File: src/rtl/fcom_defines.svh
// constants for the four-channel output module
`ifndef FCOM_DEFINES_SVH
`define FCOM_DEFINES_SVH

`define FCOM_OUT_IMAGE_OFFSET 1'h0
`define FCOM_OUT_IMAGE_RESET 8'h00
`define FCOM_CH_LSB 0
`define FCOM_CH_MSB 3
`define FCOM_NUM_CH 4
`define FCOM_CLK_HZ 125000000
`define FCOM_BLINK_HZ 2
// half period of the blink, in clock cycles
`define FCOM_BLINK_HALF_CYCLES (`FCOM_CLK_HZ / (2 * `FCOM_BLINK_HZ))

`endif

File: src/rtl/fcom_pkg.sv
// types for the four-channel output module
package fcom_pkg;
  typedef enum logic [1:0] {
    FCOM_ST_OK,
    FCOM_ST_MOD_ERR,
    FCOM_ST_NO_BUS,
    FCOM_ST_SUPPLY_ERR
  } fcom_status_e;
  typedef logic [7:0] fcom_byte_t;
endpackage
File: src/rtl/fcom_blinker.sv
// free-running square wave for blinking indicators
`timescale 1ns/100ps
`include "fcom_defines.svh"

module fcom_blinker #(
  parameter int unsigned HALF_CYCLES = `FCOM_BLINK_HALF_CYCLES
) (
  input wire logic clk,
  input wire logic rst,
  output logic blink
);
  logic [31:0] cnt_reg;
  logic [31:0] cnt_next;
  logic blink_reg;
  logic blink_next;

  always_comb begin
    cnt_next = cnt_reg + 32'h1;
    blink_next = blink_reg;
    if (cnt_reg >= HALF_CYCLES - 1) begin
      cnt_next = 32'h0;
      blink_next = ~blink_reg;
    end
  end

  always_ff @(posedge clk or posedge rst) begin
    if (rst) begin
      cnt_reg <= 32'h0;
      blink_reg <= 1'b0;
    end else begin
      cnt_reg <= cnt_next;
      blink_reg <= blink_next;
    end
  end

  assign blink = blink_reg;
endmodule // fcom_blinker

File: src/rtl/fcom_out_module.sv
// four-channel output module: output image, channel drive and indicators
//
// Summary of operation
// - byte at offset zero, low nibble drives channels
// - input image reads as nothing, always zero
// - channel indicator follows its channel output
// - healthy bus and module: run on, fault off
// - bus ok, module error: both lit
// - bus lost, module error: fault only
// - supply error: run and fault dark
// - configuration error: both blink at 2 Hz
`timescale 1ns/100ps
`include "fcom_defines.svh"

module fcom_out_module
  import fcom_pkg::*;
#(
  parameter int unsigned BLINK_HALF_CYCLES = `FCOM_BLINK_HALF_CYCLES
) (
  input wire logic clk,
  input wire logic rst,
  input wire logic out_wr,
  input wire logic out_addr,
  input wire logic [7:0] out_wdata,
  output logic [7:0] out_rdata,
  output logic [7:0] in_image,
  input wire logic bus_ok,
  input wire logic module_err,
  input wire logic supply_err,
  input wire logic config_err,
  output logic [3:0] channel_out,
  output logic [3:0] channel_indicator,
  output logic run_indicator,
  output logic module_fault_indicator
);

  // ------------------------------------------------------------
  // output image
  // ------------------------------------------------------------
  fcom_byte_t output_image_byte_reg;
  fcom_byte_t output_image_byte_next;
  logic [3:0] ch_reg;
  logic [3:0] ch_next;
  logic [3:0] chind_reg;
  logic [3:0] chind_next;

  always_comb begin
    output_image_byte_next = output_image_byte_reg;
    if (out_wr && out_addr == `FCOM_OUT_IMAGE_OFFSET) begin
      output_image_byte_next = out_wdata;
    end
  end

  genvar gi;
  generate
    for (gi = 0; gi < `FCOM_NUM_CH; gi++) begin : g_ch
      // reserved upper bits have no effect
      assign ch_next[gi] = output_image_byte_next[`FCOM_CH_LSB + gi];
      assign chind_next[gi] = output_image_byte_next[`FCOM_CH_LSB + gi];
    end
  endgenerate

  always_ff @(posedge clk or posedge rst) begin
    if (rst) begin
      output_image_byte_reg <= `FCOM_OUT_IMAGE_RESET;
      ch_reg <= 4'h0;
      chind_reg <= 4'h0;
    end else begin
      output_image_byte_reg <= output_image_byte_next;
      ch_reg <= ch_next;
      chind_reg <= chind_next;
    end
  end

  // ------------------------------------------------------------
  // read-back and input image
  // ------------------------------------------------------------
  fcom_byte_t rdata_reg;
  fcom_byte_t rdata_next;
  fcom_byte_t inimg_reg;

  always_comb begin
    rdata_next = 8'h00;
    if (out_addr == `FCOM_OUT_IMAGE_OFFSET) begin
      rdata_next = output_image_byte_next;
    end
  end

  always_ff @(posedge clk or posedge rst) begin
    if (rst) begin
      rdata_reg <= 8'h00;
      inimg_reg <= 8'h00;
    end else begin
      rdata_reg <= rdata_next;
      inimg_reg <= 8'h00;
    end
  end

  // ------------------------------------------------------------
  // status indicators
  // ------------------------------------------------------------
  logic blink;
  fcom_status_e status;
  logic run_reg;
  logic run_next;
  logic fault_reg;
  logic fault_next;

  fcom_blinker #(
    .HALF_CYCLES(BLINK_HALF_CYCLES)
  ) u_blinker (
    .clk(clk),
    .rst(rst),
    .blink(blink)
  );

  always_comb begin
    if (supply_err) begin
      status = FCOM_ST_SUPPLY_ERR;
    end else if (!bus_ok) begin
      status = FCOM_ST_NO_BUS;
    end else if (module_err) begin
      status = FCOM_ST_MOD_ERR;
    end else begin
      status = FCOM_ST_OK;
    end
  end

  always_comb begin
    run_next = 1'b0;
    fault_next = 1'b0;
    if (config_err && !supply_err) begin
      run_next = blink;
      fault_next = blink;
    end else begin
      case (status)
        FCOM_ST_OK: begin
          run_next = 1'b1;
          fault_next = 1'b0;
        end
        FCOM_ST_MOD_ERR: begin
          run_next = 1'b1;
          fault_next = 1'b1;
        end
        FCOM_ST_NO_BUS: begin
          // lost bus with no module error shows fault too, run stays dark
          run_next = 1'b0;
          fault_next = 1'b1;
        end
        FCOM_ST_SUPPLY_ERR: begin
          run_next = 1'b0;
          fault_next = 1'b0;
        end
        default: begin
          run_next = 1'b0;
          fault_next = 1'b0;
        end
      endcase
    end
  end

  always_ff @(posedge clk or posedge rst) begin
    if (rst) begin
      run_reg <= 1'b0;
      fault_reg <= 1'b0;
    end else begin
      run_reg <= run_next;
      fault_reg <= fault_next;
    end
  end

  assign out_rdata = rdata_reg;
  assign in_image = inimg_reg;
  assign channel_out = ch_reg;
  assign channel_indicator = chind_reg;
  assign run_indicator = run_reg;
  assign module_fault_indicator = fault_reg;

  // ------------------------------------------------------------
  // assertions
  // ------------------------------------------------------------
  property p_write_drives;
    @(posedge clk) disable iff (rst)
      (out_wr && out_addr == 1'b0) |=> (channel_out == $past(out_wdata[3:0]));
  endproperty
  a_write_drives: assert property (p_write_drives) else $error("channel outputs miss write");

  property p_hold;
    @(posedge clk) disable iff (rst)
      !(out_wr && out_addr == 1'b0) |=> $stable(channel_out);
  endproperty
  a_hold: assert property (p_hold) else $error("channel outputs changed without write");

  property p_no_input;
    @(posedge clk) disable iff (rst)
      1'b1 |=> (in_image == 8'h00);
  endproperty
  a_no_input: assert property (p_no_input) else $error("input image not empty");

  property p_ind_follow;
    @(posedge clk) disable iff (rst)
      channel_indicator == channel_out;
  endproperty
  a_ind_follow: assert property (p_ind_follow) else $error("channel indicator mismatch");

  property p_ok;
    @(posedge clk) disable iff (rst)
      (bus_ok && !module_err && !supply_err && !config_err) |=> (run_indicator && !module_fault_indicator);
  endproperty
  a_ok: assert property (p_ok) else $error("healthy indication wrong");

  property p_mod_err;
    @(posedge clk) disable iff (rst)
      (bus_ok && module_err && !supply_err && !config_err) |=> (run_indicator && module_fault_indicator);
  endproperty
  a_mod_err: assert property (p_mod_err) else $error("module error indication wrong");

  property p_no_bus;
    @(posedge clk) disable iff (rst)
      (!bus_ok && module_err && !supply_err && !config_err) |=> (!run_indicator && module_fault_indicator);
  endproperty
  a_no_bus: assert property (p_no_bus) else $error("bus loss indication wrong");

  property p_supply;
    @(posedge clk) disable iff (rst)
      supply_err |=> (!run_indicator && !module_fault_indicator);
  endproperty
  a_supply: assert property (p_supply) else $error("supply error indication wrong");

  property p_blink;
    @(posedge clk) disable iff (rst)
      (config_err && !supply_err) |=> (run_indicator == module_fault_indicator);
  endproperty
  a_blink: assert property (p_blink) else $error("blink indicators not in step");

  // cycles the run indicator has stood unchanged while blinking
  logic [31:0] steady_reg;
  logic [31:0] steady_next;

  always_comb begin
    steady_next = 32'h0;
    if (config_err && !supply_err && run_next == run_reg) begin
      steady_next = steady_reg + 32'h1;
    end
  end

  always_ff @(posedge clk or posedge rst) begin
    if (rst) begin
      steady_reg <= 32'h0;
    end else begin
      steady_reg <= steady_next;
    end
  end

  property p_blink_rate;
    @(posedge clk) disable iff (rst)
      steady_reg <= BLINK_HALF_CYCLES;
  endproperty
  a_blink_rate: assert property (p_blink_rate) else $error("blink indicators stopped toggling");

  property p_reset_zero;
    @(posedge clk)
      $fell(rst) |-> (channel_out == 4'h0);
  endproperty
  a_reset_zero: assert property (p_reset_zero) else $error("outputs not zero after reset");

endmodule // fcom_out_module

File: config.mk
export PLATFORM = sky130hd
export DESIGN_NAME = fcom_out_module
export DESIGN_NICKNAME = d
export VERILOG_FILES = /design/src/rtl/fcom_pkg.sv /design/src/rtl/fcom_blinker.sv /design/src/rtl/fcom_out_module.sv
export VERILOG_INCLUDE_DIRS = /design/src /design/src/rtl
export SDC_FILE = /design/constraint.sdc
export NUM_CORES = 1
export LEC_CHECK = 0
export BUFFER_PORTS_ARGS = -buffer_cell sky130_fd_sc_hd__buf_4
export CAP_MARGIN = 40
export CORE_AREA = 2 2 60 90
export DETAILED_ROUTE_END_ITERATION = 10
export DIE_AREA = 0 0 62 92
export PLACE_DENSITY = 0.71
export SETUP_SLACK_MARGIN = 0.4
export SLEW_MARGIN = 20
export SYNTH_ARGS = -nofsm -noshare
export SYNTH_HDL_FRONTEND = slang
export SYNTH_SLANG_ARGS = --single-unit
File: constraint.sdc
create_clock -name clk -period 3.57 [get_ports clk]
set_clock_uncertainty 0.05 [all_clocks]
set_input_delay 0.357 -clock clk [delete_from_list [all_inputs] [get_ports clk]]
set_output_delay 0.357 -clock clk [all_outputs]
set_load 0.03 [all_outputs]
-- Word level (Yosys, flattened, before mapping)
Index checks and enable logic that the tools add are counted.
- reduce and logical (&&, ||, !) cells: 8
- eq/ne operators: 3
- bitwise operators: 2
- $lt $le $gt $ge: 1
- $add $sub $neg: 1
- muxes and demuxes: 10
- operators by type and width (cell ; count):
    32-bit by 1-bit adder with 32-bit output (second input constant) ; 1
    32-bit by 25-bit greater-or-equal comparator with 1-bit output (second input constant) ; 1
    32-bit 2-to-1 mux ; 1
    8-bit 2-to-1 mux ; 2
    2-bit OR reduction ; 4
    2-bit == test (second input constant) ; 2
    2-bit 2-to-1 mux ; 2
    1-bit one-hot mux with 2 select lines ; 2
    1-bit 2-to-1 mux ; 3
    2-bit by 1-bit == test with 1-bit output (second input constant) ; 1
    1-bit logical AND ; 2
    2-bit zero test ; 1
    1-bit NOT ; 2
    1-bit zero test ; 1
- flip-flop bits (word level): 55
- input bits: 16

-- Longest topological paths before layout
- depth after elaboration: 7
- gate-level depth with buffers: 6

-- Hierarchy
Synthesis repeated with hierarchy kept, for this count alone.
- cells, all modules: 227
- area, all modules: 2558.7 um^2
- by module, submodules not included (module ; cells each ; instances ; area each (um^2)):
    fcom_blinker ; 158 ; 1 ; 1676.6
    fcom_out_module ; 69 ; 1 ; 882.1

-- Worst setup path after synthesis
Ideal clock, no wire load.
- kind: reg2reg
- start point: reg u_blinker.cnt_reg[0]
- end point: reg u_blinker.cnt_reg[18]
- data required time: 3.426 ns
- clock period less this slack: 2.067 ns
- arrival: 1.922 ns
- setup slack: 1.503 ns
- library setup time: 0.094 ns
- cell stages (with the launch flop): 7
- path buffers: 1
- cells stage by stage: dfrtp_1 -> ha_1 -> nand4_1 -> or4_1 -> buf_2 -> or3_1 -> a211oi_1
- cells in the longest elaborated chain, start to end: 2
- RTL lines (item ; line ; source):
    start, declared ; fcom_blinker.sv:12 ; logic [31:0] cnt_reg;
    start signal, assigned ; fcom_blinker.sv:31 ; cnt_reg <= cnt_next;
    32-bit by 1-bit adder with 32-bit output or 32-bit by 25-bit greater-or-equal comparator with 1-bit output (tied branches) ; fcom_blinker.sv:18, fcom_blinker.sv:20 ;
    32-bit 2-to-1 mux (*) ; fcom_blinker.sv:20 ; if (cnt_reg >= HALF_CYCLES - 1) begin
    net u_blinker.cnt_next[18] ; fcom_blinker.sv:13 ; logic [31:0] cnt_next;
The timed path passes the listed nets; every way through them passes the cells marked *.
A chain may end at the register's enable or synchronous reset.

-- Worst setup path in the final report
- start point: reg u_blinker.cnt_reg[0]
- end point: reg u_blinker.cnt_reg[24]
Same word-level chain as after synthesis.

==> results.md <==
- Die height: between 90 and 100 um
- Top Ports: 42
- Die area: 5700 sq um
- Post-Syn Instances: approximately 210
- Setup total negative slack: 0 ns
- Synth top area cells: dfrtp_1 54%, buf_4 5.1%, nor3_1 4.2%, a211oi_1 3.8%, mux2_2 3.8%
- Main synth FF type: dfrtp_1
- Yosys reg bits: a little over 50
- Avg Cell Area, Syn: 11.1 sq um
- Status: completed
- # port buffers: 33
- Tcrit/Tclk final: 0.678
- CTS tree: done
- Grt met1 use: 0.221
- Worst Hold Path EP: module_fault_indicator$_DFF_PP0_
- DIE WIDTH: 62 um
- Largest net degree at the start of global routing: 35
- CTS-repair resized insts: 0
- Peak supply drop: 0.356 mV
- GR Layer Usage met3: 0.0423
- GP Congestion: 0.802
- Clk sink count: 51
- Synth Warn #: 0
- Wirelength per Cell: 14.2 um
- Clock root buffer: clkbuf_8
- Via Count: 1747
- Leading area contributor after synthesis: dfrtp_1
- Number of global-route vias before repair: 1779
- Num CTS Buffers: 5
- Critical path arrival: 2.59 ns
- Count of different cell masters after synthesis: 40
- Grt met2 use: 0.291
- Fin nets: between 200 and 300
- Max-Cap Viols: 0
- Initial antenna violation count: 0
- Clk buf depth: 2
- FMAX: between 0.4 and 0.5 GHz
- Number of flip-flops in the largest register: 32
- Req. time, crit path: 3.74 ns
- Final Hold Fails: 0
- Initial DRC Count: 52
- Commonest cells after routing, fill and taps aside: 51 x dfrtp_1, 34 x buf_4, 20 x nor3_1, 15 x conb_1, 12 x a211oi_1
- Busiest grt layer: met2
- Worst reg2reg endpoint: u_blinker.cnt_reg[24]$_DFF_PP0_
- First-pass GRT wire length: between 7 and 8 mm
- Number of synthesized flops with an enable pin: 0
- Critical setup path kind: flop to flop
- Initial Utilization: 0.474
- Clk slew on worst S/H paths: around 0.09 ns
- Area of the multi-input gates: 985 sq um
- CP max FO: 11
- Hold crit path type: input pin to flop
- Fillers: around 460
- Min-delay src: supply_err
- Startpoint Class: flop
- Reg-to-Reg Start: u_blinker.cnt_reg[0]$_DFF_PP0_
- Grt ovf: 0
- Setup Viol. Count Final: 0
- H-tree levels: 2
- Inst Count DP: 309
- Clk Latency, worst-skew pair: approximately 0.30 ns
- Setup crit end kind: flop
- Drt total wl: 4.49 mm
- DP HPWL: 3.18 mm
- Power per cell area: 425 nW/um^2
- Final Non-Filler Cells: 317
- Antenna Nets Post-Route: 0
- Hold depth: 2
- Total Routing Usage GR: 0.181
- Lkg Pwr: 0.00117 uW
- Yosys top cell area share: 0.538
- DRC: 0
- Post-DR vias/cell: between 5 and 6
- RSZ-0062 raised after global routing: no
- Register area: 1280 sq um
- CORE AREA: 5000 sq um
- TritonRoute pass-1 iters: 4
- Floorplan row count: 32
- Sequential fraction of the synthesis area: 0.538
- Ant. Diodes: 0
- Share of layout cells above drive strength 1: 0.229
- R2R depth: 5
- Cell area after synthesis: 2370 sq um
- Final Max Tran Viols: 0
- Share of synthesized registers carrying an async set or reset: 1.00
- Flop-to-flop setup slack: 1.15 ns
- P&R area growth vs syn: 16.7%
- Fin crit period: 2.42 ns
- Total power: 1180 uW
- Commonest non-fill, non-tap cell in the layout: dfrtp_1
-- logic make-up (layout without fill, tap and decap cells) --
family | after synthesis | count (layout) | synth area share
and+or+nand+nor | 80 | 80 | 0.199
DFF | 51 | 51 | 0.538
AOI/OAI and AO/OA | 32 | 32 | 0.0971
buffers and inverters | 27 | 48 | 0.0691
xor gates and xnor gates | 13 | 13 | 0.0480
muxes | 9 | 9 | 0.0422
adders and majority gates | 1 | 1 | 0.00527
other | 1 | 15 | 0.00158
-- synth_stat cells (2+ instances only) --
library cell and n:
clkbuf_1 5, inv_1 4, nor2_1 3, a21oi_1 2, a211oi_1 12, and4_1 2
nor3_1 20, buf_4 16, xnor2_1 9, xor2_1 4, nand4_1 5, buf_2 2
o31ai_1 2, nand3_1 8, nand2_1 10, nor4_1 3, nor3b_1 2, dfrtp_1 51
mux2_2 8, o21ai_0 8, or4_1 4, and3_1 2, nor2b_1 8, or3_1 8
-- layout make-up --
type                       instances  share of cell area
multi-input combinational        150               0.356
clock inverter                     2              0.0136
inverter                           4             0.00542
timing repair buffer              37               0.108
tap                               68              0.0307
clock buffer                       5              0.0249
sequential                        51               0.461
-- worst max-delay path, stage by stage, from the launching register on --
cell and delay, ns:
dfrtp_1 0.41, ha_1 0.24, nand4_1 0.15, or4_1 0.68, or4_1 0.56, a211oi_1 0.23
-- stage by stage --
step	hold slack [ns]	setup WS, ns	utilization	instance area, sq um
finish	0.160	1.15	0.553	2770
global route	0.142	0.944	0.553	2770
CTS	0.157	1.14	0.553	2770
detailed placement	0.322	1.18	0.530	2650
global placement	0.425	1.22	0.523	2620
floorplan	0.373	1.50	-	2420
-- routing by layer --
layer	vias to the layer above	wire length (um)
met5	-	0
met4	0	127
met3	13	220
met2	54	2370
met1	864	1780
li1	816	-
-- worst max path at each step --
stage	from	end	slack (ns)	cells after the start
CTS	u_blinker.cnt_reg[0]$_DFF_PP0_	u_blinker.cnt_reg[24]$_DFF_PP0_	1.14	5
detailed placement	u_blinker.cnt_reg[0]$_DFF_PP0_	u_blinker.cnt_reg[24]$_DFF_PP0_	1.18	5
finish	u_blinker.cnt_reg[0]$_DFF_PP0_	u_blinker.cnt_reg[24]$_DFF_PP0_	1.15	5
global placement	u_blinker.cnt_reg[0]$_DFF_PP0_	u_blinker.cnt_reg[24]$_DFF_PP0_	1.22	5
global route	u_blinker.cnt_reg[0]$_DFF_PP0_	u_blinker.cnt_reg[24]$_DFF_PP0_	0.94	5
floorplan	u_blinker.cnt_reg[0]$_DFF_PP0_	u_blinker.cnt_reg[18]$_DFF_PP0_	1.50	6
-- power breakdown --
group | total, uW | internal (uW) | switching (uW)
combinational | 166 | 64.7 | 101
clock | 390 | 205 | 185
sequential | 619 | 608 | 11.7
-- timing repair --
action / 4_1_cts / 5_1_grt
setup endpoints to repair: 0 / 0
buffers inserted: 0 / 0
endpoints found under the hold margin: 17 / 0
hold buffers: 1 / 0
No activity file was read; power rests on OpenSTA's default activity.
